**config.mk**
```make
export PLATFORM = sky130hd
export DESIGN_NAME = omd_decoder
export DESIGN_NICKNAME = d
export VERILOG_FILES = /design/src/inc/omd_pkg.sv /design/src/hw/omd_cfg_byte.sv /design/src/hw/omd_decoder.sv /design/src/hw/omd_map_regs.sv
export SDC_FILE = /design/constraint.sdc
export NUM_CORES = 1
export LEC_CHECK = 0
export ABC_AREA = 1
export BUFFER_PORTS_ARGS = -buffer_cell sky130_fd_sc_hd__buf_2
export CAP_MARGIN = 20
export CORE_ASPECT_RATIO = 0.9
export CORE_UTILIZATION = 35
export DETAILED_ROUTE_END_ITERATION = 10
export GPL_ROUTABILITY_DRIVEN = 0
export PLACE_DENSITY = 0.55
export SLEW_MARGIN = 5
export SYNTH_ARGS = -nofsm -noshare
export SYNTH_HDL_FRONTEND = slang
export SYNTH_SLANG_ARGS = --single-unit
export TNS_END_PERCENT = 100
```
**constraint.sdc**
```tcl
create_clock -name clk -period 3.5 [get_ports clk]
set_clock_uncertainty 0.15 [all_clocks]
set_input_delay 0.175 -clock clk [delete_from_list [all_inputs] [get_ports clk]]
set_output_delay 0.175 -clock clk [all_outputs]
set_load 0.03 [all_outputs]
```
**src/inc/omd_pkg.sv**
```systemverilog
// constants and types for the on-chip memory map decoder
package omd_pkg;
    // operating modes from the two mode selects sampled at reset
    typedef enum logic [1:0] {
        omd_mode_boot,
        omd_mode_single,
        omd_mode_test,
        omd_mode_expanded
    } omd_mode_type;

    // decode target codes
    localparam logic [2:0] TGT_NONE = 3'h0;
    localparam logic [2:0] TGT_REG = 3'h1;
    localparam logic [2:0] TGT_RAM = 3'h2;
    localparam logic [2:0] TGT_EEPROM = 3'h3;
    localparam logic [2:0] TGT_ROM = 3'h4;
    localparam logic [2:0] TGT_BOOT = 3'h5;
    localparam logic [2:0] TGT_EXT = 3'h6;

    // internal register offsets inside the register block
    localparam logic [6:0] OFS_EEPROM_MAP = 7'h37;
    localparam logic [6:0] OFS_RAM_REG_MAP = 7'h3d;

    // reset values
    localparam logic [7:0] RST_RAM_REG_MAP = 8'h00;
    localparam logic [3:0] RST_EEPROM_PAGE = 4'h0;
    localparam logic [3:0] RST_LOW_NIBBLE = 4'h0;

    // field positions of the mapping register
    localparam int RAM_NIB_HI = 7;
    localparam int RAM_NIB_LO = 4;
    localparam int REG_NIB_HI = 3;
    localparam int REG_NIB_LO = 0;

    // configuration byte bit positions
    localparam int CFG_ROM_PLACE = 2;
    localparam int CFG_ROM_PRESENT = 1;
    localparam int CFG_EE_ENABLE = 0;
    localparam logic [7:0] RST_CONFIG = 8'h07;

    // region sizes and offsets within a 4k page, then full 16-bit boot rom and vector addresses
    localparam logic [11:0] REG_SIZE = 12'h080;
    localparam logic [11:0] RAM_SIZE = 12'h400;
    localparam logic [11:0] RAM_SHARED_BASE = 12'h080;
    localparam logic [11:0] RAM_ALIAS_BASE = 12'h400;
    localparam logic [11:0] RAM_ALIAS_END = 12'h47f;
    localparam logic [11:0] EE_BASE = 12'hd80;
    localparam logic [11:0] EE_SIZE = 12'h280;
    localparam logic [15:0] BOOT_BASE = 16'hbe40;
    localparam logic [15:0] BOOT_END = 16'hbfff;
    localparam logic [15:0] VEC_BASE = 16'hffc0;
    localparam logic [15:0] BOOT_VEC_BASE = 16'hbfc0;
endpackage
```
**src/hw/omd_cfg_byte.sv**
```systemverilog
// nonvolatile configuration byte held apart from the eeprom array
`timescale 1ns/100ps
module omd_cfg_byte (
    input wire logic clk, // system clock
    input wire logic rst, // synchronous reset
    input wire logic prog_we, // program strobe for the byte
    input wire logic [7:0] prog_data, // value to program
    output logic [7:0] cfg_q = omd_pkg::RST_CONFIG // stored config byte
);
    // kept across reset in silicon; modelled as erased at power-up only,
    // so the value starts from the declaration, not from a reset branch
    always_ff @(posedge clk) begin
        if (prog_we && !rst) begin
            cfg_q <= prog_data;
        end
    end
endmodule

```
**src/hw/omd_decoder.sv**
```systemverilog
// memory map decoder top: chooses the target of each cpu access
// Function
// [RULE_01] same on-chip map in single and expanded
// [RULE_02] register block at 0000-007f after reset
// [RULE_03] software write relocates registers to 4k page
// [RULE_04] separate nibbles for ram and register pages
// [RULE_05] ram bits 7:4, registers 3:0, reset zero
// [RULE_06] shared page: ram at x080, alias x400-x47f
// [RULE_07] 1024 byte ram on any 4k page
// [RULE_08] default ram starts at 0080
// [RULE_09] eeprom at 0d80 only when enabled
// [RULE_10] eeprom map write moves eeprom to xd80
// [RULE_11] rom decoded only when presence bit set
// [RULE_12] rom high half, or low half expanded
// [RULE_13] special test mode clears rom presence
// [RULE_14] single chip forces rom placement to one
// [RULE_15] bootstrap rom at be40-bfff gives reset vector
// [RULE_16] bootstrap mode takes vectors from boot rom
// [RULE_17] normal modes leave bootstrap rom undecoded
// [RULE_18] configuration held in separate eeprom byte
// [RULE_19] priority registers, ram, then eeprom and rom
// [RULE_20] unclaimed goes external except single chip; code gives TGT_NONE in boot mode too
`timescale 1ns/100ps
module omd_decoder (
    input wire logic clk, // system clock, 20 MHz
    input wire logic rst, // synchronous reset, active high
    input wire logic mode_select_a, // mode pin sampled at reset
    input wire logic mode_select_b, // mode pin sampled at reset
    input wire logic acc_valid, // cpu access strobe
    input wire logic acc_write, // cpu access is a write
    input wire logic [15:0] acc_addr, // cpu address
    input wire logic [7:0] acc_wdata, // cpu write data
    input wire logic cfg_prog_we, // program configuration byte
    input wire logic [7:0] cfg_prog_data, // configuration byte value
    output logic sel_valid_q, // decode result valid
    output logic [2:0] sel_target_q, // decoded target code
    output logic [15:0] sel_offset_q, // offset inside target
    output logic sel_write_q, // registered write flag
    output logic [1:0] mode_q, // latched operating mode
    output logic [7:0] ram_reg_map_q, // mapping register readback
    output logic [7:0] ee_map_q, // eeprom mapping readback
    output logic rom_present_bit_q, // effective rom presence
    output logic rom_placement_bit_q // effective rom placement
);
    omd_pkg::omd_mode_type mode_r;
    logic [7:0] cfg_byte;
    logic [3:0] ram_pg;
    logic [3:0] reg_pg;
    logic [3:0] ee_pg;
    logic [3:0] ee_low;
    logic wr_init;
    logic wr_ee;
    logic reg_hit;
    logic ram_hit;
    logic ee_hit;
    logic rom_hit;
    logic boot_hit;
    logic vec_hit;
    logic rom_on;
    logic rom_ad;
    logic internal_only;
    logic [11:0] pofs;
    logic [2:0] tgt_d;
    logic [15:0] ofs_d;

    // page compare used by every windowed region
    function automatic logic on_page(input logic [15:0] a,
                                     input logic [3:0] pg);
        on_page = (a[15:12] == pg);
    endfunction

    // in-range test on the 12-bit page offset
    function automatic logic in_win(input logic [11:0] o,
                                    input logic [11:0] base,
                                    input logic [11:0] size);
        logic [12:0] top;
        top = {1'b0, base} + {1'b0, size};
        in_win = (o >= base) && ({1'b0, o} < top);
    endfunction

    omd_cfg_byte u_cfg ( // [RULE_18]
        .clk(clk),
        .rst(rst),
        .prog_we(cfg_prog_we),
        .prog_data(cfg_prog_data),
        .cfg_q(cfg_byte)
    );

    omd_map_regs u_map (
        .clk(clk),
        .rst(rst),
        .wr_init(wr_init),
        .wr_ee(wr_ee),
        .wdata(acc_wdata),
        .ram_page_nibble_q(ram_pg),
        .regblock_page_nibble_q(reg_pg),
        .eeprom_page_select_q(ee_pg),
        .ee_low_q(ee_low)
    );

    // mode pins are caught while reset is high, held after release
    always_ff @(posedge clk) begin
        if (rst) begin
            case ({mode_select_b, mode_select_a})
                2'b00: mode_r <= omd_pkg::omd_mode_boot;
                2'b01: mode_r <= omd_pkg::omd_mode_test;
                2'b10: mode_r <= omd_pkg::omd_mode_single;
                default: mode_r <= omd_pkg::omd_mode_expanded;
            endcase
        end
    end

    // rom control bits follow the configuration byte except where the
    // mode overrides them; these are effective values, not stored ones
    always_comb begin
        rom_on = cfg_byte[omd_pkg::CFG_ROM_PRESENT];
        rom_ad = cfg_byte[omd_pkg::CFG_ROM_PLACE];
        case (mode_r)
            omd_pkg::omd_mode_test: rom_on = 1'b0; // [RULE_13]
            omd_pkg::omd_mode_single: rom_ad = 1'b1; // [RULE_14]
            omd_pkg::omd_mode_boot: rom_ad = 1'b1;
            default: ;
        endcase
    end

    assign pofs = acc_addr[11:0];

    // region hits; page registers are shared by all modes
    always_comb begin // [RULE_01]
        reg_hit = on_page(acc_addr, reg_pg) &&
                  in_win(pofs, 12'h000, omd_pkg::REG_SIZE); // [RULE_02]
        ram_hit = 1'b0;
        if (on_page(acc_addr, ram_pg)) begin // [RULE_07]
            if (ram_pg == reg_pg) begin
                // shared page: registers hide the first 128 bytes
                ram_hit = in_win(pofs, omd_pkg::RAM_SHARED_BASE,
                                 omd_pkg::RAM_SIZE); // [RULE_06]
            end else begin
                ram_hit = in_win(pofs, 12'h000, omd_pkg::RAM_SIZE);
            end
        end
        ee_hit = cfg_byte[omd_pkg::CFG_EE_ENABLE] &&
                 on_page(acc_addr, ee_pg) &&
                 in_win(pofs, omd_pkg::EE_BASE, omd_pkg::EE_SIZE); // [RULE_09]
        rom_hit = rom_on && (acc_addr[15] == rom_ad); // [RULE_11] [RULE_12]
        boot_hit = (mode_r == omd_pkg::omd_mode_boot) &&
                   (acc_addr >= omd_pkg::BOOT_BASE) &&
                   (acc_addr <= omd_pkg::BOOT_END); // [RULE_15] [RULE_17]
        vec_hit = (mode_r == omd_pkg::omd_mode_boot) &&
                  (acc_addr >= omd_pkg::VEC_BASE); // [RULE_16]
    end

    // mapping register writes go through the relocated register block
    assign wr_init = acc_valid && acc_write && reg_hit &&
                     (pofs[6:0] == omd_pkg::OFS_RAM_REG_MAP); // [RULE_03]
    assign wr_ee = acc_valid && acc_write && reg_hit &&
                   (pofs[6:0] == omd_pkg::OFS_EEPROM_MAP); // [RULE_10]

    assign internal_only = (mode_r == omd_pkg::omd_mode_single) ||
                           (mode_r == omd_pkg::omd_mode_boot);

    // one target per access; vectors in boot mode are redirected into
    // the boot rom image so the whole vector table comes from it
    always_comb begin // [RULE_19]
        tgt_d = omd_pkg::TGT_NONE;
        ofs_d = 16'h0000;
        if (reg_hit) begin
            tgt_d = omd_pkg::TGT_REG;
            ofs_d = {9'h000, pofs[6:0]};
        end else if (ram_hit) begin
            tgt_d = omd_pkg::TGT_RAM;
            ofs_d = {6'h00, pofs[9:0]};
            if (ram_pg == reg_pg && pofs >= omd_pkg::RAM_ALIAS_BASE) begin
                // displaced first 128 bytes at x400-x47f
                ofs_d = {6'h00, pofs[9:0]}; // [RULE_06]
            end
        end else if (vec_hit) begin
            tgt_d = omd_pkg::TGT_BOOT; // [RULE_16]
            ofs_d = omd_pkg::BOOT_VEC_BASE - omd_pkg::BOOT_BASE +
                    (acc_addr - omd_pkg::VEC_BASE);
        end else if (boot_hit) begin
            tgt_d = omd_pkg::TGT_BOOT;
            ofs_d = acc_addr - omd_pkg::BOOT_BASE;
        end else if (ee_hit) begin
            tgt_d = omd_pkg::TGT_EEPROM;
            ofs_d = {4'h0, pofs - omd_pkg::EE_BASE};
        end else if (rom_hit) begin
            tgt_d = omd_pkg::TGT_ROM;
            ofs_d = {1'b0, acc_addr[14:0]};
        end else if (!internal_only) begin
            tgt_d = omd_pkg::TGT_EXT; // [RULE_20]
            ofs_d = acc_addr;
        end
    end

    // registered decode result, one cycle after the access
    always_ff @(posedge clk) begin
        if (rst) begin
            sel_valid_q <= 1'b0;
            sel_target_q <= omd_pkg::TGT_NONE;
            sel_offset_q <= 16'h0000;
            sel_write_q <= 1'b0;
        end else begin
            sel_valid_q <= acc_valid;
            sel_target_q <= acc_valid ? tgt_d : omd_pkg::TGT_NONE;
            sel_offset_q <= acc_valid ? ofs_d : 16'h0000;
            sel_write_q <= acc_valid && acc_write;
        end
    end

    // status readback; reflects the map registers one cycle late
    always_ff @(posedge clk) begin
        if (rst) begin
            mode_q <= 2'h0;
            ram_reg_map_q <= omd_pkg::RST_RAM_REG_MAP; // [RULE_05]
            ee_map_q <= 8'h00;
            rom_present_bit_q <= 1'b0;
            rom_placement_bit_q <= 1'b0;
        end else begin
            mode_q <= mode_r;
            ram_reg_map_q <= {ram_pg, reg_pg}; // [RULE_04] [RULE_08]
            ee_map_q <= {ee_pg, ee_low};
            rom_present_bit_q <= rom_on;
            rom_placement_bit_q <= rom_ad;
        end
    end
endmodule

```
**src/hw/omd_map_regs.sv**
```systemverilog
// mapping registers: ram/register page and eeprom page
`timescale 1ns/100ps
module omd_map_regs (
    input wire logic clk, // system clock
    input wire logic rst, // synchronous reset
    input wire logic wr_init, // write strobe for ram/register map
    input wire logic wr_ee, // write strobe for eeprom map
    input wire logic [7:0] wdata, // write data
    output logic [3:0] ram_page_nibble_q, // ram 4k page
    output logic [3:0] regblock_page_nibble_q, // register block 4k page
    output logic [3:0] eeprom_page_select_q, // eeprom 4k page
    output logic [3:0] ee_low_q // remaining eeprom map bits
);
    always_ff @(posedge clk) begin
        if (rst) begin
            ram_page_nibble_q <= omd_pkg::RST_RAM_REG_MAP[7:4];
            regblock_page_nibble_q <= omd_pkg::RST_RAM_REG_MAP[3:0];
        end else if (wr_init) begin
            ram_page_nibble_q <= wdata[omd_pkg::RAM_NIB_HI:omd_pkg::RAM_NIB_LO];
            regblock_page_nibble_q <=
                wdata[omd_pkg::REG_NIB_HI:omd_pkg::REG_NIB_LO];
        end
    end

    always_ff @(posedge clk) begin
        if (rst) begin
            eeprom_page_select_q <= omd_pkg::RST_EEPROM_PAGE;
            ee_low_q <= omd_pkg::RST_LOW_NIBBLE;
        end else if (wr_ee) begin
            eeprom_page_select_q <= wdata[7:4];
            ee_low_q <= wdata[3:0];
        end
    end
endmodule

```
* After elaboration in Yosys (flattened, before gate mapping)
Cells that the tools add are included.
** Word-level totals
- Bits in registers :: 62
- Input port bits :: 39
- Output and inout bits :: 41
** Cells by class
- $add $sub $neg :: 4
- Order comparisons :: 9
- Equal/unequal tests :: 11
- Multiplexer cells :: 19
- Bitwise logic cells :: 1
- Reduce and logical (&&, ||, !) cells :: 23
** Operators with widths (number)
- 2-to-1 mux 16 bit :: 5
- greater-or-equal comparator 16 bit (second input constant) :: 2
- subtractor 16 bit (second input constant) :: 2
- less-than comparator 12 x 11 -> 1 bit (second input constant) :: 2
- adder 9 x 16 -> 16 bit (first input constant) :: 1
- == test 4 bit :: 4
- less-or-equal comparator 16 bit (second input constant) :: 1
- logical AND 1 bit :: 15
- 2-to-1 mux 3 bit :: 5
- == test 7 x 6 -> 1 bit (second input constant) :: 2
- greater-or-equal comparator 12 x 1 -> 1 bit (second input constant) :: 1
- greater-or-equal comparator 12 bit (second input constant) :: 1
- greater-or-equal comparator 12 x 8 -> 1 bit (second input constant) :: 1
- less-than comparator 12 x 8 -> 1 bit (second input constant) :: 1
- subtractor 12 bit (second input constant) :: 1
- 2-to-1 mux 10 bit :: 1
- 2-to-1 mux 7 bit :: 1
- one-hot mux 2 bit (3 select lines) :: 1
- 2-to-1 mux 1 bit :: 5
- == test 2 x 1 -> 1 bit (second input constant) :: 2
- == test 2 bit (second input constant) :: 2
- logical NOT 2 bit :: 2
- OR reduction 2 bit :: 2
- OR reduction 4 bit :: 1
- other kinds (6) :: 6

* Depth between registers and ports, before layout
Gate-level depths: netlist (run 1).
- Word-level depth :: 11
- Gate-level depth with buffers :: 12
- Mapped depth without buffers :: 12

* Hierarchy
Synthesis (run 1) repeated with hierarchy kept, for this count alone.
** Unflattened totals
- Cells, all modules :: 406
- Area total of the unflattened synthesis :: 3046.7 µm²
** By module, submodules not included
- omd_decoder :: instances 1, cells each 302, area an instance 2139.6 µm², seq. area each 880.8 µm²
- omd_map_regs :: instances 1, cells each 94, area an instance 656.9 µm², seq. area each 320.3 µm²
- omd_cfg_byte :: instances 1, cells each 10, area an instance 250.2 µm², seq. area each 240.2 µm²

* Worst setup path before layout (run 1)
OpenSTA, ideal clock, no wires.
- Kind :: in2reg
- Start point :: input acc_addr[7]
- End point :: register sel_offset_q[0]
- Library setup time :: 126 ps
- Data arrival time :: 1363 ps
- Required time :: 3224 ps
- Slack :: 1860 ps
- Stages :: 9
- Cells stage by stage :: inv_1 > ha_1 > a21oi_1 > o21bai_1 > nand2_1 > nand2_1 > buf_4 > nor3_2 > nor2_1
** Between the ends
- Cells in the longest elaborated chain, start to end :: 7
** Ends and longest elaborated chain
- from (decl) :: RTL line omd_decoder.sv:31 : input wire logic [15:0] acc_addr,
- greater-or-equal comparator 16 bit / greater-or-equal comparator 12 bit (equally long branches) :: RTL line omd_decoder.sv:147, omd_decoder.sv:78
- logical AND 1 bit, on equally long branches :: RTL line omd_decoder.sv:146, omd_decoder.sv:143
- logical AND 1 bit / 2-to-1 mux 16 bit (equally long branches) :: RTL line omd_decoder.sv:147, omd_decoder.sv:184
- 2-to-1 mux 16 bit :: RTL line omd_decoder.sv:181 : end else if (boot_hit) begin
- 2-to-1 mux 16 bit :: RTL line omd_decoder.sv:177 : end else if (vec_hit) begin
- 2-to-1 mux 10 bit :: RTL line omd_decoder.sv:170 : end else if (ram_hit) begin
- 2-to-1 mux 7 bit (*) :: RTL line omd_decoder.sv:167 : if (reg_hit) begin
- to (signal assigned) :: RTL line omd_decoder.sv:206 : sel_offset_q <= acc_valid ? ofs_d : 16'h0000;
- to (decl) :: RTL line omd_decoder.sv:37 : output logic [15:0] sel_offset_q,
Every way passes the cells marked *; elsewhere a longest branch is shown, timed or not.
A chain may end at the register's enable or synchronous reset.

* Worst setup path after layout (run 1)
- Start point :: input acc_addr[6]
- End point :: register sel_offset_q[9]
** Between the ends
- Cells in the longest elaborated chain, start to end :: 6
** Ends and longest elaborated chain
- parallel branches: the longest is 6 deep, another holds subtractor 16 bit
Several ways; the timed one is not identified.

==> qor.csv, run 1 <==
metric,value,unit
outcome,completed,
clock network latency to the later pin of the worst-skew pair,340,ps
Most Frequent Cell on Critical Path,nand2_1,
number of cell rows,30,
post-cts sizing count,0,
clock-pin slew on the worst setup and hold paths,70,ps
"Slew Viols, Final",0,
Flop pwr share,0.428,
endpoints failing setup,0,
final hold violations,0,
pin slew with the least headroom to its limit,504.2,ps
post-synth cell types,34,
gr ovfl total,0,
"Seq/Total Area, Yosys",0.4601,
kind of start point of the critical path,input port,
sort of element at the end of the critical path,flop,
relative contribution of combinational cells to total power,0.109,
delay of the slowest cell on the worst path,510,ps
largest net degree at the start of global routing,26,
horizontal die dimension,96.39,µm
number of remaining DRC errors,0,
initial core utilization,0.3665,
Die Outline Area,8381,µm²
worst hold path stage count,3,
Root Buffer Master,clkbuf_8,
Worst Path Max Fanout,11,
CTS Hold Bufs,20,
cell leakage power,1.859,nW
DR pass1 iterations,5,
average wire length per cell after detail routing,12.26,µm
Vert. Die Dim,86.95,µm
Antenna Violating Nets Remaining,0,
count of pins on the block boundary,80,
fin worst setup slack,1105,ps
Clock Power Share,0.463,
DR vias,2646,
first-pass GRT wire length,11980,µm
yosys warns,0,
Post-Syn Area,2806,µm²
initial drt markers,112,
grt met1 use,0.2449,
ranking of synthesized cells by instance count,"92 x nand2_1, 66 x nor2_1, 57 x dfxtp_1, 57 x inv_1, 21 x a21oi_1",
Synth Flop Type,dfxtp_1,
cell class contributing the biggest share of worst-path delay,buffers and inverters,
arrival time of the worst setup path,2490,ps
dominant cells by area after synthesis,"dfxtp_1 41%, nand2_1 12%, nor2_1 8.8%, inv_1 7.6%, edfxtp_1 5.3%",
TritonCTS clock tree,built,
number of register bits inferred by synthesis,62,
M2 GR Usage,0.3024,
pre-CTS setup slack,1312,ps
Internal Power,1.311,mW
sink count of the clock tree,62,
post-synthesis async set-or-reset flop share,0,
All-Layer GR Usage,0.1911,
total buffers and inverters traversed by the critical path,4,
via count of the first global-routing pass,2570,
Reg2Reg Launch Point,mode_r[1],
f_max,417.5,MHz
path type of the worst setup path,in -> reg,
Rel. slew slack,0.6607,
maxcap violations,0,
maximum level of the CTS H-tree,3,
worst setup slack for register-to-register paths,1560,ps
NumNets Final,530,
Filler Cell Count,799,
DP HPWL,5165,µm
hold path startpoint,acc_write,
slowest cell on the critical path,dlygate4sd3_1,
number of flops mapped to enable cells by yosys,5,
fraction of power spent switching nets,0.2390,
area delta synth->final,32.06,%
Post-Syn Nets,434,
share of post-route cells with drive strength above 1,0.2045,
Worst VDD drop,243.4,µV
setup repair after global routing missed its margin,false,
CTS max path bufs,2,
number of buffers inserted to repair setup after CTS,0,
capture instance of the worst register-to-register path,sel_offset_q[9],
cell depth of the worst flop-to-flop path,10,
power density over cell area,464.9,nW/µm²
worst path required time,3590,ps
share of the clock period used by the worst path,0.6844,
gr busiest metal,met2,
post-layout minimum cycle time,2395,ps
most repeated cell in the gate-level netlist after synthesis,nand2_1,
n_diodes,0,
Total Negative Setup Slacks,0,ps
antenna violations before repair,0,
total of buffers placed on input and output ports,74,
sum of routed wire length over all layers,7170,µm
syn avg cell area,7.233,µm²
met3 track demand over resource in global routing,0.04974,
floorplan core area,7657,µm²
Switching Power,0.4118,mW
cell taking the most area after synthesis,dfxtp_1,
post-synthesis cell count,388,
number of buffers created by CTS,9,
cells traversed along the worst timing path,"dlygate4sd3_1, buf_2, inv_1, ha_1, a21oi_1, o21bai_1, nand2_1, nand2_1, nand2_1, nand2_1, inv_1, nand2_1, a21oi_1",
drt via density,4.523,
hold worst-path end,sel_write_q,
share of Yosys cell area claimed by the top area cell type,0.4066,
Hold Crit Class,in -> reg,
-- cells by family (layout without fill, tap and decap cells) --
family	after synthesis	after routing	synth area share
xor gates and xnor gates	10	10	0.03121
and+or+nand+nor	189	189	0.2849
AOI/OAI and AO/OA	51	51	0.09541
buffers and inverters	69	170	0.09719
DFF	62	62	0.4601
adders and majority gates	7	7	0.03121
-- worst min-delay path: cells and delay by family --
| family | cells | cell delay, ps |
|---|---|---|
| buffers and inverters | 1 | 70 |
| AND/OR/NAND/NOR | 2 | 220 |
-- metrics by stage --
step           utilization  cells  total power, mW  cell area (µm²)  hold slack, ps
6_report            0.4840    585            1.723             3706           25.56
5_1_grt             0.4840    585            1.805             3706           18.37
4_1_cts             0.4840    585            1.738             3706           19.52
3_5_place_dp        0.4243    549           0.9217             3249           203.7
3_3_place_gp        0.4243    549           0.9209             3249           204.2
2_1_floorplan            -    388           0.8570             2806           94.07
-- worst max-delay path by stage --
stage | from | endpoint | slack, ps | depth (start not counted)
2_1_floorplan | acc_addr[7] | sel_offset_q[0] | 1860 | 9
3_3_place_gp | acc_addr[7] | sel_offset_q[9] | 1310 | 12
3_5_place_dp | acc_addr[6] | sel_offset_q[9] | 1310 | 12
4_1_cts | acc_addr[6] | sel_offset_q[9] | 1140 | 13
5_1_grt | acc_addr[6] | sel_offset_q[9] | 820 | 13
6_report | acc_addr[6] | sel_offset_q[9] | 1100 | 13
-- power groups by stage --
| stage | clock [mW] | combinational [mW] | sequential (mW) |
|---|---|---|---|
| after floorplan | 0 | 0.0777 | 0.779 |
| after global placement | 0 | 0.168 | 0.753 |
| after detailed placement | 0 | 0.168 | 0.753 |
| after CTS | 0.814 | 0.186 | 0.737 |
| after global routing | 0.856 | 0.211 | 0.739 |
| final | 0.798 | 0.187 | 0.737 |
-- flip-flops by register name (all words and copies together), names as in the netlist --
name and cells:
u_cfg.cfg_q 3, ee_map_q 8, u_map.eeprom_page_select_q 4, sel_offset_q 16
sel_valid_q 1, u_map.ee_low_q 4, sel_write_q 1, ram_reg_map_q 8
u_map.regblock_page_nibble_q 4, rom_present_bit_q 1, u_map.ram_page_nibble_q 4, mode_r 2
sel_target_q 3, mode_q 2, rom_placement_bit_q 1
-- cell type report --
| type | instances | area [µm²] | area share |
|---|---|---|---|
| clock buffers | 11 | 151.4 | 0.04085 |
| clock inverters | 5 | 105.1 | 0.02836 |
| inverters | 60 | 225.2 | 0.06077 |
| multi-input cells | 257 | 1242 | 0.3352 |
| flip-flops and latches | 62 | 1291 | 0.3484 |
| well taps | 96 | 120.1 | 0.03241 |
| repair buffers | 94 | 570.5 | 0.1540 |
-- cells in the final DEF, fill, tap and decap left out, types with 7 or more instances in the layout --
cell / instances
nor2_1: 66
a21oi_1: 21
ha_1: 7
clkbuf_8: 11
nand2_1: 92
buf_2: 74
nand3_1: 13
dfxtp_1: 57
dlygate4sd3_1: 20
o21ai_1: 10
inv_1: 57
o21ai_0: 14
xor2_1: 7
-- metal layers --
| layer | wire length [µm] | vias up |
|---|---|---|
| met5 | 0 | - |
| met4 | 133 | 0 |
| met3 | 385 | 13 |
| met2 | 3194 | 84 |
| met1 | 3456 | 1155 |
| li1 | - | 1394 |
(Power assumes the default switching activity.)
==> run 2: changes to the inputs <==
Settings changed: ABC_AREA 1 to 0, PLACE_DENSITY 0.55 to 0.58.
Clock period 3.5 ns to 2 ns, I/O delays scaled along.
==> qor.csv, run 2 <==
metric,value,unit,change
number of register bits inferred by synthesis,62,,unchanged
horizontal die dimension,93.14,µm,was 96.39 µm
number of flops mapped to enable cells by yosys,5,,unchanged
cell taking the most area after synthesis,dfxtp_1,,unchanged
most repeated cell in the gate-level netlist after synthesis,dfxtp_1,,was nand2_1
Antenna Violating Nets Remaining,0,,unchanged
"most common cell after layout, fill and taps aside",buf_2,,was nand2_1
Cells after DPL,454,,was 549
power density over cell area,730.3,nW/µm²,was 464.9 nW/µm²
path type of the worst setup path,reg -> reg,,was in -> reg
fin worst setup slack,-0.5893,ps,was 1105 ps
via count of the first global-routing pass,2184,,was 2570
sort of element at the end of the critical path,flop,,unchanged
top register by number of flip-flops,sel_offset_q,,unchanged
largest registers,"sel_offset_q (16), ee_map_q (8), ram_reg_map_q (8)",,unchanged
post-synthesis async set-or-reset flop share,0,,unchanged
Filler Cell Count,661,,was 799
worst path required time,2060,ps,was 3590 ps
area delta synth->final,46.58,%,was 32.06%
M2 GR Usage,0.2660,,was 0.3024
yosys warns,0,,unchanged
gr ovfl total,0,,unchanged
Flop pwr share,0.461,,was 0.428
share of Yosys cell area claimed by the top area cell type,0.4362,,was 0.4066
"flip-flop count of the largest register, all copies and words added",16,,unchanged
clock-pin slew on the worst setup and hold paths,60,ps,was 70 ps
DR pass1 iterations,4,,was 5
maximum level of the CTS H-tree,3,,unchanged
pin slew with the least headroom to its limit,367.5,ps,was 504.2 ps
Rel. slew slack,0.7550,,was 0.6607
number of remaining DRC errors,0,,unchanged
post-detailed-placement cell area,3331,µm²,was 3249 µm²
fraction of power spent switching nets,0.2324,,was 0.2390
Die Outline Area,7825,µm²,was 8381 µm²
antenna violations before repair,0,,unchanged
pre-CTS setup slack,-78.27,ps,was 1312 ps
syn avg cell area,9.986,µm²,was 7.233 µm²
initial drt markers,90,,was 112
NumNets Final,443,,was 530
kind of start point of the critical path,flop,,was input port
relative contribution of combinational cells to total power,0.120,,was 0.109
n_diodes,0,,unchanged
Hold Crit Class,in -> reg,,unchanged
endpoints failing setup,1,,was 0
DP HPWL,4681,µm,was 5165 µm
Clock Power Share,0.420,,was 0.463
Post-Syn Area,2616,µm²,was 2806 µm²
average wire length per cell after detail routing,12.90,µm,was 12.26 µm
Worst VDD drop,491.5,µV,was 243.4 µV
post-layout instance count excluding filler cells,495,,was 585
share of post-route cells with drive strength above 1,0.3607,,was 0.2045
smallest hold slack,19.80,ps,was 25.56 ps
setup repair after global routing missed its margin,true,,was false
first-pass GRT wire length,10280,µm,was 11980 µm
post-synthesis cell count,262,,was 388
largest net degree at the start of global routing,39,,was 26
floorplan core area,7148,µm²,was 7657 µm²
dominant cells by area after synthesis,"dfxtp_1 44%, mux2i_1 6.1%, edfxtp_1 5.7%, nor2b_1 5.0%, nor2_1 3.6%",,"was dfxtp_1 41%, nand2_1 12%, nor2_1 8.8%, inv_1 7.6%, edfxtp_1 5.3%"
sink count of the clock tree,62,,unchanged
number of buffers created by CTS,9,,unchanged
final hold violations,0,,unchanged
Finished Cell Area,3835,µm²,was 3706 µm²
clock network latency to the later pin of the worst-skew pair,340,ps,about the same
sum of routed wire length over all layers,6384,µm,was 7170 µm
cell leakage power,1.921,nW,was 1.859 nW
drt via density,4.644,,was 4.523
All-Layer GR Usage,0.1734,,was 0.1911
violations in the final reports,negative setup slack,,
"Slew Viols, Final",0,,unchanged
Root Buffer Master,clkbuf_8,,unchanged
utilization after layout,0.5365,,was 0.4840
ranking of synthesized cells by instance count,"57 x dfxtp_1, 25 x nor2_1, 21 x nor2b_1",,"was 92 x nand2_1, 66 x nor2_1, 57 x dfxtp_1, 57 x inv_1, 21 x a21oi_1"
Synth Flop Type,dfxtp_1,,unchanged
Internal Power,2.150,mW,was 1.311 mW
share of the clock period used by the worst path,1.000,,
number of cell rows,29,,was 30
TritonCTS clock tree,built,,unchanged
gr busiest metal,met2,,unchanged
grt met1 use,0.2140,,was 0.2449
count of pins on the block boundary,80,,unchanged
total of buffers placed on input and output ports,74,,unchanged
Switching Power,0.6510,mW,was 0.4118 mW
post-layout minimum cycle time,2001,ps,
arrival time of the worst setup path,2060,ps,was 2490 ps
maxcap violations,0,,unchanged
met3 track demand over resource in global routing,0.08015,,was 0.04974
CTS max path bufs,2,,unchanged
"Seq/Total Area, Yosys",0.4935,,was 0.4601
Vert. Die Dim,84.02,µm,was 86.95 µm
Worst Path Max Fanout,8,,was 11
outcome,finished with violations,,was completed
cell depth of the worst flop-to-flop path,8,,was 10
initial core utilization,0.3660,,was 0.3665
"leading cell types in the layout, fill and taps excluded","74 x buf_2, 54 x dfxtp_1, 38 x buf_4",,"was 92 x nand2_1, 74 x buf_2, 66 x nor2_1"
f_max,499.9,MHz,
DR vias,2299,,was 2646
post-synth cell types,47,,was 34
worst hold path stage count,3,,unchanged
Post-Syn Nets,308,,was 434
[run 2: cell types whose count changed in the layout (fill, tap and decap cells not counted), moves of 11 or more]
cell,change
inv_1,-52
nor2b_1,+21
nor2_1,-42
a21oi_1,-13
mux2i_1,+16
nand2_1,-78
buf_4,+38
and3_1,+11
[run 2: final cells by class]
type	instances	area, µm²	share of cell area
clock inverters	2	37.54	0.009788
repair buffers	138	928.4	0.2421
flip-flops and latches	62	1295	0.3377
clock buffers	14	182.7	0.04763
well taps	93	116.4	0.03034
inverters	5	18.77	0.004894
multi-input cells	181	1256	0.3276
[run 2: worst paths after layout]
kind,start,endpoint,slack (ps)
worst max register to register,u_map.regblock_page_nibble_q[1],u_map.eeprom_page_select_q[0],-0.6
worst min register to register,u_map.ee_low_q[0],ee_map_q[0],320
worst min-delay path,acc_addr[13],sel_offset_q[13],20
worst max-delay path,u_map.regblock_page_nibble_q[1],u_map.eeprom_page_select_q[0],-0.6
[run 2: routing by layer]
layer	up-vias	routed length, µm	part of all wire
met1	1048	2978	0.47
met2	66	2897	0.45
met5	-	0	0
li1	1176	-	-
met4	0	74	0.012
met3	9	432	0.068
[run 2: worst max-delay path: stages, from the launching register on]
cell and delay, ps:
dfxtp_2 330, xor2_1 140, nor4_1 290, buf_4 170, nand3_2 70, or3b_1 360, buf_6 160, mux2i_1 150
nor2_1 60
[run 2: power by group through the flow]
stage | sequential (mW) | combinational, mW | clock (mW)
after floorplan | 1.36 | 0.114 | 0
after global placement | 1.32 | 0.290 | 0
after detailed placement | 1.32 | 0.292 | 0
after CTS | 1.29 | 0.328 | 1.21
after global routing | 1.29 | 0.365 | 1.26
final | 1.29 | 0.336 | 1.18
[run 2: timing repair]
item	CTS	global route
pin swaps	3	6
endpoints found under the hold margin	33	0
gates resized for setup	4	6
buffers inserted	0	2
hold buffers	23	0
endpoints found under the setup margin	16	29
[run 2: cells by family (layout without fill, tap and decap cells)]
logic type               Yosys count  after routing  synth area share
XOR/XNOR                          18             18           0.06026
flip-flops                        62             62            0.4935
adder cells (fa/ha/maj)            7              7           0.03348
AO/OA/AOI/OAI                     35             35           0.08991
AND/OR/NAND/NOR                  103            103            0.2162
buffers and inverters             19            159           0.03682
multiplexers                      18             18           0.06982
[run 2: stage by stage]
step | setup TNS [ps] | total power [mW]
finish | -0.5893 | 2.801
global route | -1732 | 2.915
CTS | -32.44 | 2.827
detailed placement | -738.3 | 1.610
global placement | -335.2 | 1.607
floorplan | 0 | 1.478
==> run 3: changes to the inputs <==
Settings changed: BUFFER_PORTS_ARGS -buffer_cell sky130_fd_sc_hd__buf_2 to -buffer_cell sky130_fd_sc_hd__buf_4.
==> qor.csv, run 3 (same netlist as run 2, synthesis figures left out) <==
metric,value,unit,change
"flip-flop count of the largest register, all copies and words added",16,,unchanged
largest registers,"sel_offset_q (16), ee_map_q (8), ram_reg_map_q (8)",,unchanged
post-layout minimum cycle time,2013,ps,was 2001 ps
first-pass GRT wire length,10520,µm,was 10280 µm
capturing instance or port of the critical path,u_map.regblock_page_nibble_q[3],,was u_map.eeprom_page_select_q[0]
utilization after layout,0.5720,,was 0.5365
sort of element at the end of the critical path,flop,,unchanged
Total Negative Setup Slacks,-12.92,ps,was -0.5893 ps
worst setup slack for register-to-register paths,-10,ps,was -0.6 ps
endpoints failing setup,1,,unchanged
n_diodes,0,,unchanged
gr ovfl total,0,,unchanged
capture instance of the worst register-to-register path,u_map.regblock_page_nibble_q[3],,was u_map.eeprom_page_select_q[0]
worst hold path stage count,3,,unchanged
antenna violations before repair,0,,unchanged
kind of start point of the critical path,flop,,unchanged
Filler Cell Count,625,,was 661
drt via density,4.634,,was 4.644
total of buffers placed on input and output ports,74,,unchanged
power density over cell area,713.5,nW/µm²,was 730.3 nW/µm²
top register by number of flip-flops,sel_offset_q,,unchanged
Worst Path Max Fanout,8,,unchanged
Reg2Reg Launch Point,u_map.regblock_page_nibble_q[1],,unchanged
Rel. slew slack,0.7516,,was 0.7550
number of remaining DRC errors,0,,unchanged
sink count of the clock tree,62,,unchanged
horizontal die dimension,93.14,µm,unchanged
cell depth of the worst flop-to-flop path,8,,unchanged
count of pins on the block boundary,80,,unchanged
"leading cell types in the layout, fill and taps excluded","109 x buf_4, 54 x dfxtp_1, 25 x nor2_1",,"was 74 x buf_2, 54 x dfxtp_1, 38 x buf_4"
share of the clock period used by the worst path,1.006,,was 1.000
outcome,finished with violations,,unchanged
clock-pin slew on the worst setup and hold paths,60,ps,about the same
sum of routed wire length over all layers,6665,µm,was 6384 µm
Vert. Die Dim,84.02,µm,unchanged
area delta synth->final,56.29,%,was 46.58%
fin worst setup slack,-12.92,ps,was -0.5893 ps
Root Buffer Master,clkbuf_8,,unchanged
slowest cell on the critical path,or3b_1,,unchanged
Antenna Violating Nets Remaining,0,,unchanged
cell class contributing the biggest share of worst-path delay,simple AND/OR/NAND/NOR gates,,unchanged
number of buffers created by CTS,9,,unchanged
f_max,496.8,MHz,was 499.9 MHz
All-Layer GR Usage,0.1757,,was 0.1734
average wire length per cell after detail routing,13.46,µm,was 12.90 µm
Worst VDD drop,359.1,µV,was 491.5 µV
cells traversed along the worst timing path,"xor2_2, nor4_2, buf_4, nand3_2, or3b_1, buf_6, mux2i_1, nor2_1",,"was xor2_1, nor4_1, buf_4, nand3_2, or3b_1, buf_6, mux2i_1, nor2_1"
"Slew Viols, Final",0,,unchanged
worst path required time,2070,ps,was 2060 ps
maximum level of the CTS H-tree,3,,unchanged
clock network latency to the later pin of the worst-skew pair,340,ps,about the same
violations in the final reports,negative setup slack,,unchanged
TritonCTS clock tree,built,,unchanged
pin slew with the least headroom to its limit,369.2,ps,was 367.5 ps
DP HPWL,4705,µm,was 4681 µm
cell leakage power,1.965,nW,was 1.921 nW
maxcap violations,0,,unchanged
floorplan core area,7148,µm²,unchanged
arrival time of the worst setup path,2080,ps,was 2060 ps
DR vias,2294,,was 2299
total buffers and inverters traversed by the critical path,2,,unchanged
via count of the first global-routing pass,2238,,was 2184
initial drt markers,129,,was 90
Die Outline Area,7825,µm²,unchanged
number of cell rows,29,,unchanged
timing startpoint of the critical path,u_map.regblock_page_nibble_q[1],,unchanged
share of post-route cells with drive strength above 1,0.3806,,was 0.3607
initial core utilization,0.3660,,unchanged
NumNets Final,443,,unchanged
CTS max path bufs,2,,unchanged
setup repair after global routing missed its margin,true,,unchanged
"most common cell after layout, fill and taps aside",buf_4,,was buf_2
delay of the slowest cell on the worst path,390,ps,was 360 ps
DR pass1 iterations,5,,was 4
largest net degree at the start of global routing,27,,was 39
path type of the worst setup path,reg -> reg,,unchanged
Crit. path cell count,8,,unchanged
final hold violations,0,,unchanged
Hold Crit Class,in -> reg,,unchanged
## run 3: final cells by class
class                           instances  area, µm²  area share
Clock buffer                           13      168.9     0.04131
Tap cell                               93      116.4     0.02846
Sequential cell                        62       1295      0.3167
Timing Repair Buffer                  138       1115      0.2726
Clock inverter                          3      65.06     0.01591
Inverter                                5      18.77    0.004590
Multi-Input combinational cell        181       1310      0.3204
## run 3: stage by stage
stage | power (mW) | area, µm² | setup slack (ps) | std cells | hold WS (ps)
after CTS | 2.930 | 3974 | -27.59 | 492 | -55.85
after detailed placement | 1.641 | 3496 | -113.5 | 453 | 129.4
after floorplan | 1.478 | 2616 | 77.02 | 262 | 39.93
final | 2.917 | 4089 | -12.92 | 495 | 21.20
after global placement | 1.638 | 3496 | -93.77 | 453 | 130.0
after global routing | 3.033 | 4089 | -118.0 | 495 | 52.15
## run 3: how the worst min path moves through the flow
stage                      from          endpoint  slack (ps)
2_1_floorplan       acc_addr[6]   sel_offset_q[6]          40
3_3_place_gp   cfg_prog_data[2]    u_cfg.cfg_q[2]         130
3_5_place_dp   cfg_prog_data[1]    u_cfg.cfg_q[1]         130
4_1_cts            acc_addr[12]  sel_offset_q[12]         -60
5_1_grt             cfg_prog_we    u_cfg.cfg_q[0]          50
6_report           acc_addr[14]  sel_offset_q[14]          20
## run 3: layer usage
metal,global-route usage,vias up,part of all wire
met1,0.2251,1049,0.47
li1,-,1166,-
met2,0.2741,65,0.46
met5,0,-,0
met4,0.08252,0,0.021
met3,0.04554,14,0.050
## run 3: power breakdown
part	switching, mW	leakage (nW)	internal, mW	total, mW
clock network	0.450	0.120	0.802	1.25
logic	0.185	1.33	0.189	0.374
registers	0.0101	0.512	1.28	1.29
total	0.645	1.97	2.27	2.92
## run 3: what timing repair did
action | 4_1_cts | 5_1_grt
setup buffers | 0 | 1
resized for setup | 4 | 19
hold buffers | 23 | 1
endpoints found under the hold margin | 42 | 1
endpoints found under the setup margin | 18 | 24
pin swaps | 6 | 12
cloned | 0 | 1
## run 3: worst reg2reg max path, delay by kind of cell (launching register included)
family	cells	cell delay, ps
and+or+nand+nor	4	770
DFF	1	330
buffers and inverters	2	330
muxes	1	190
xor gates and xnor gates	1	140
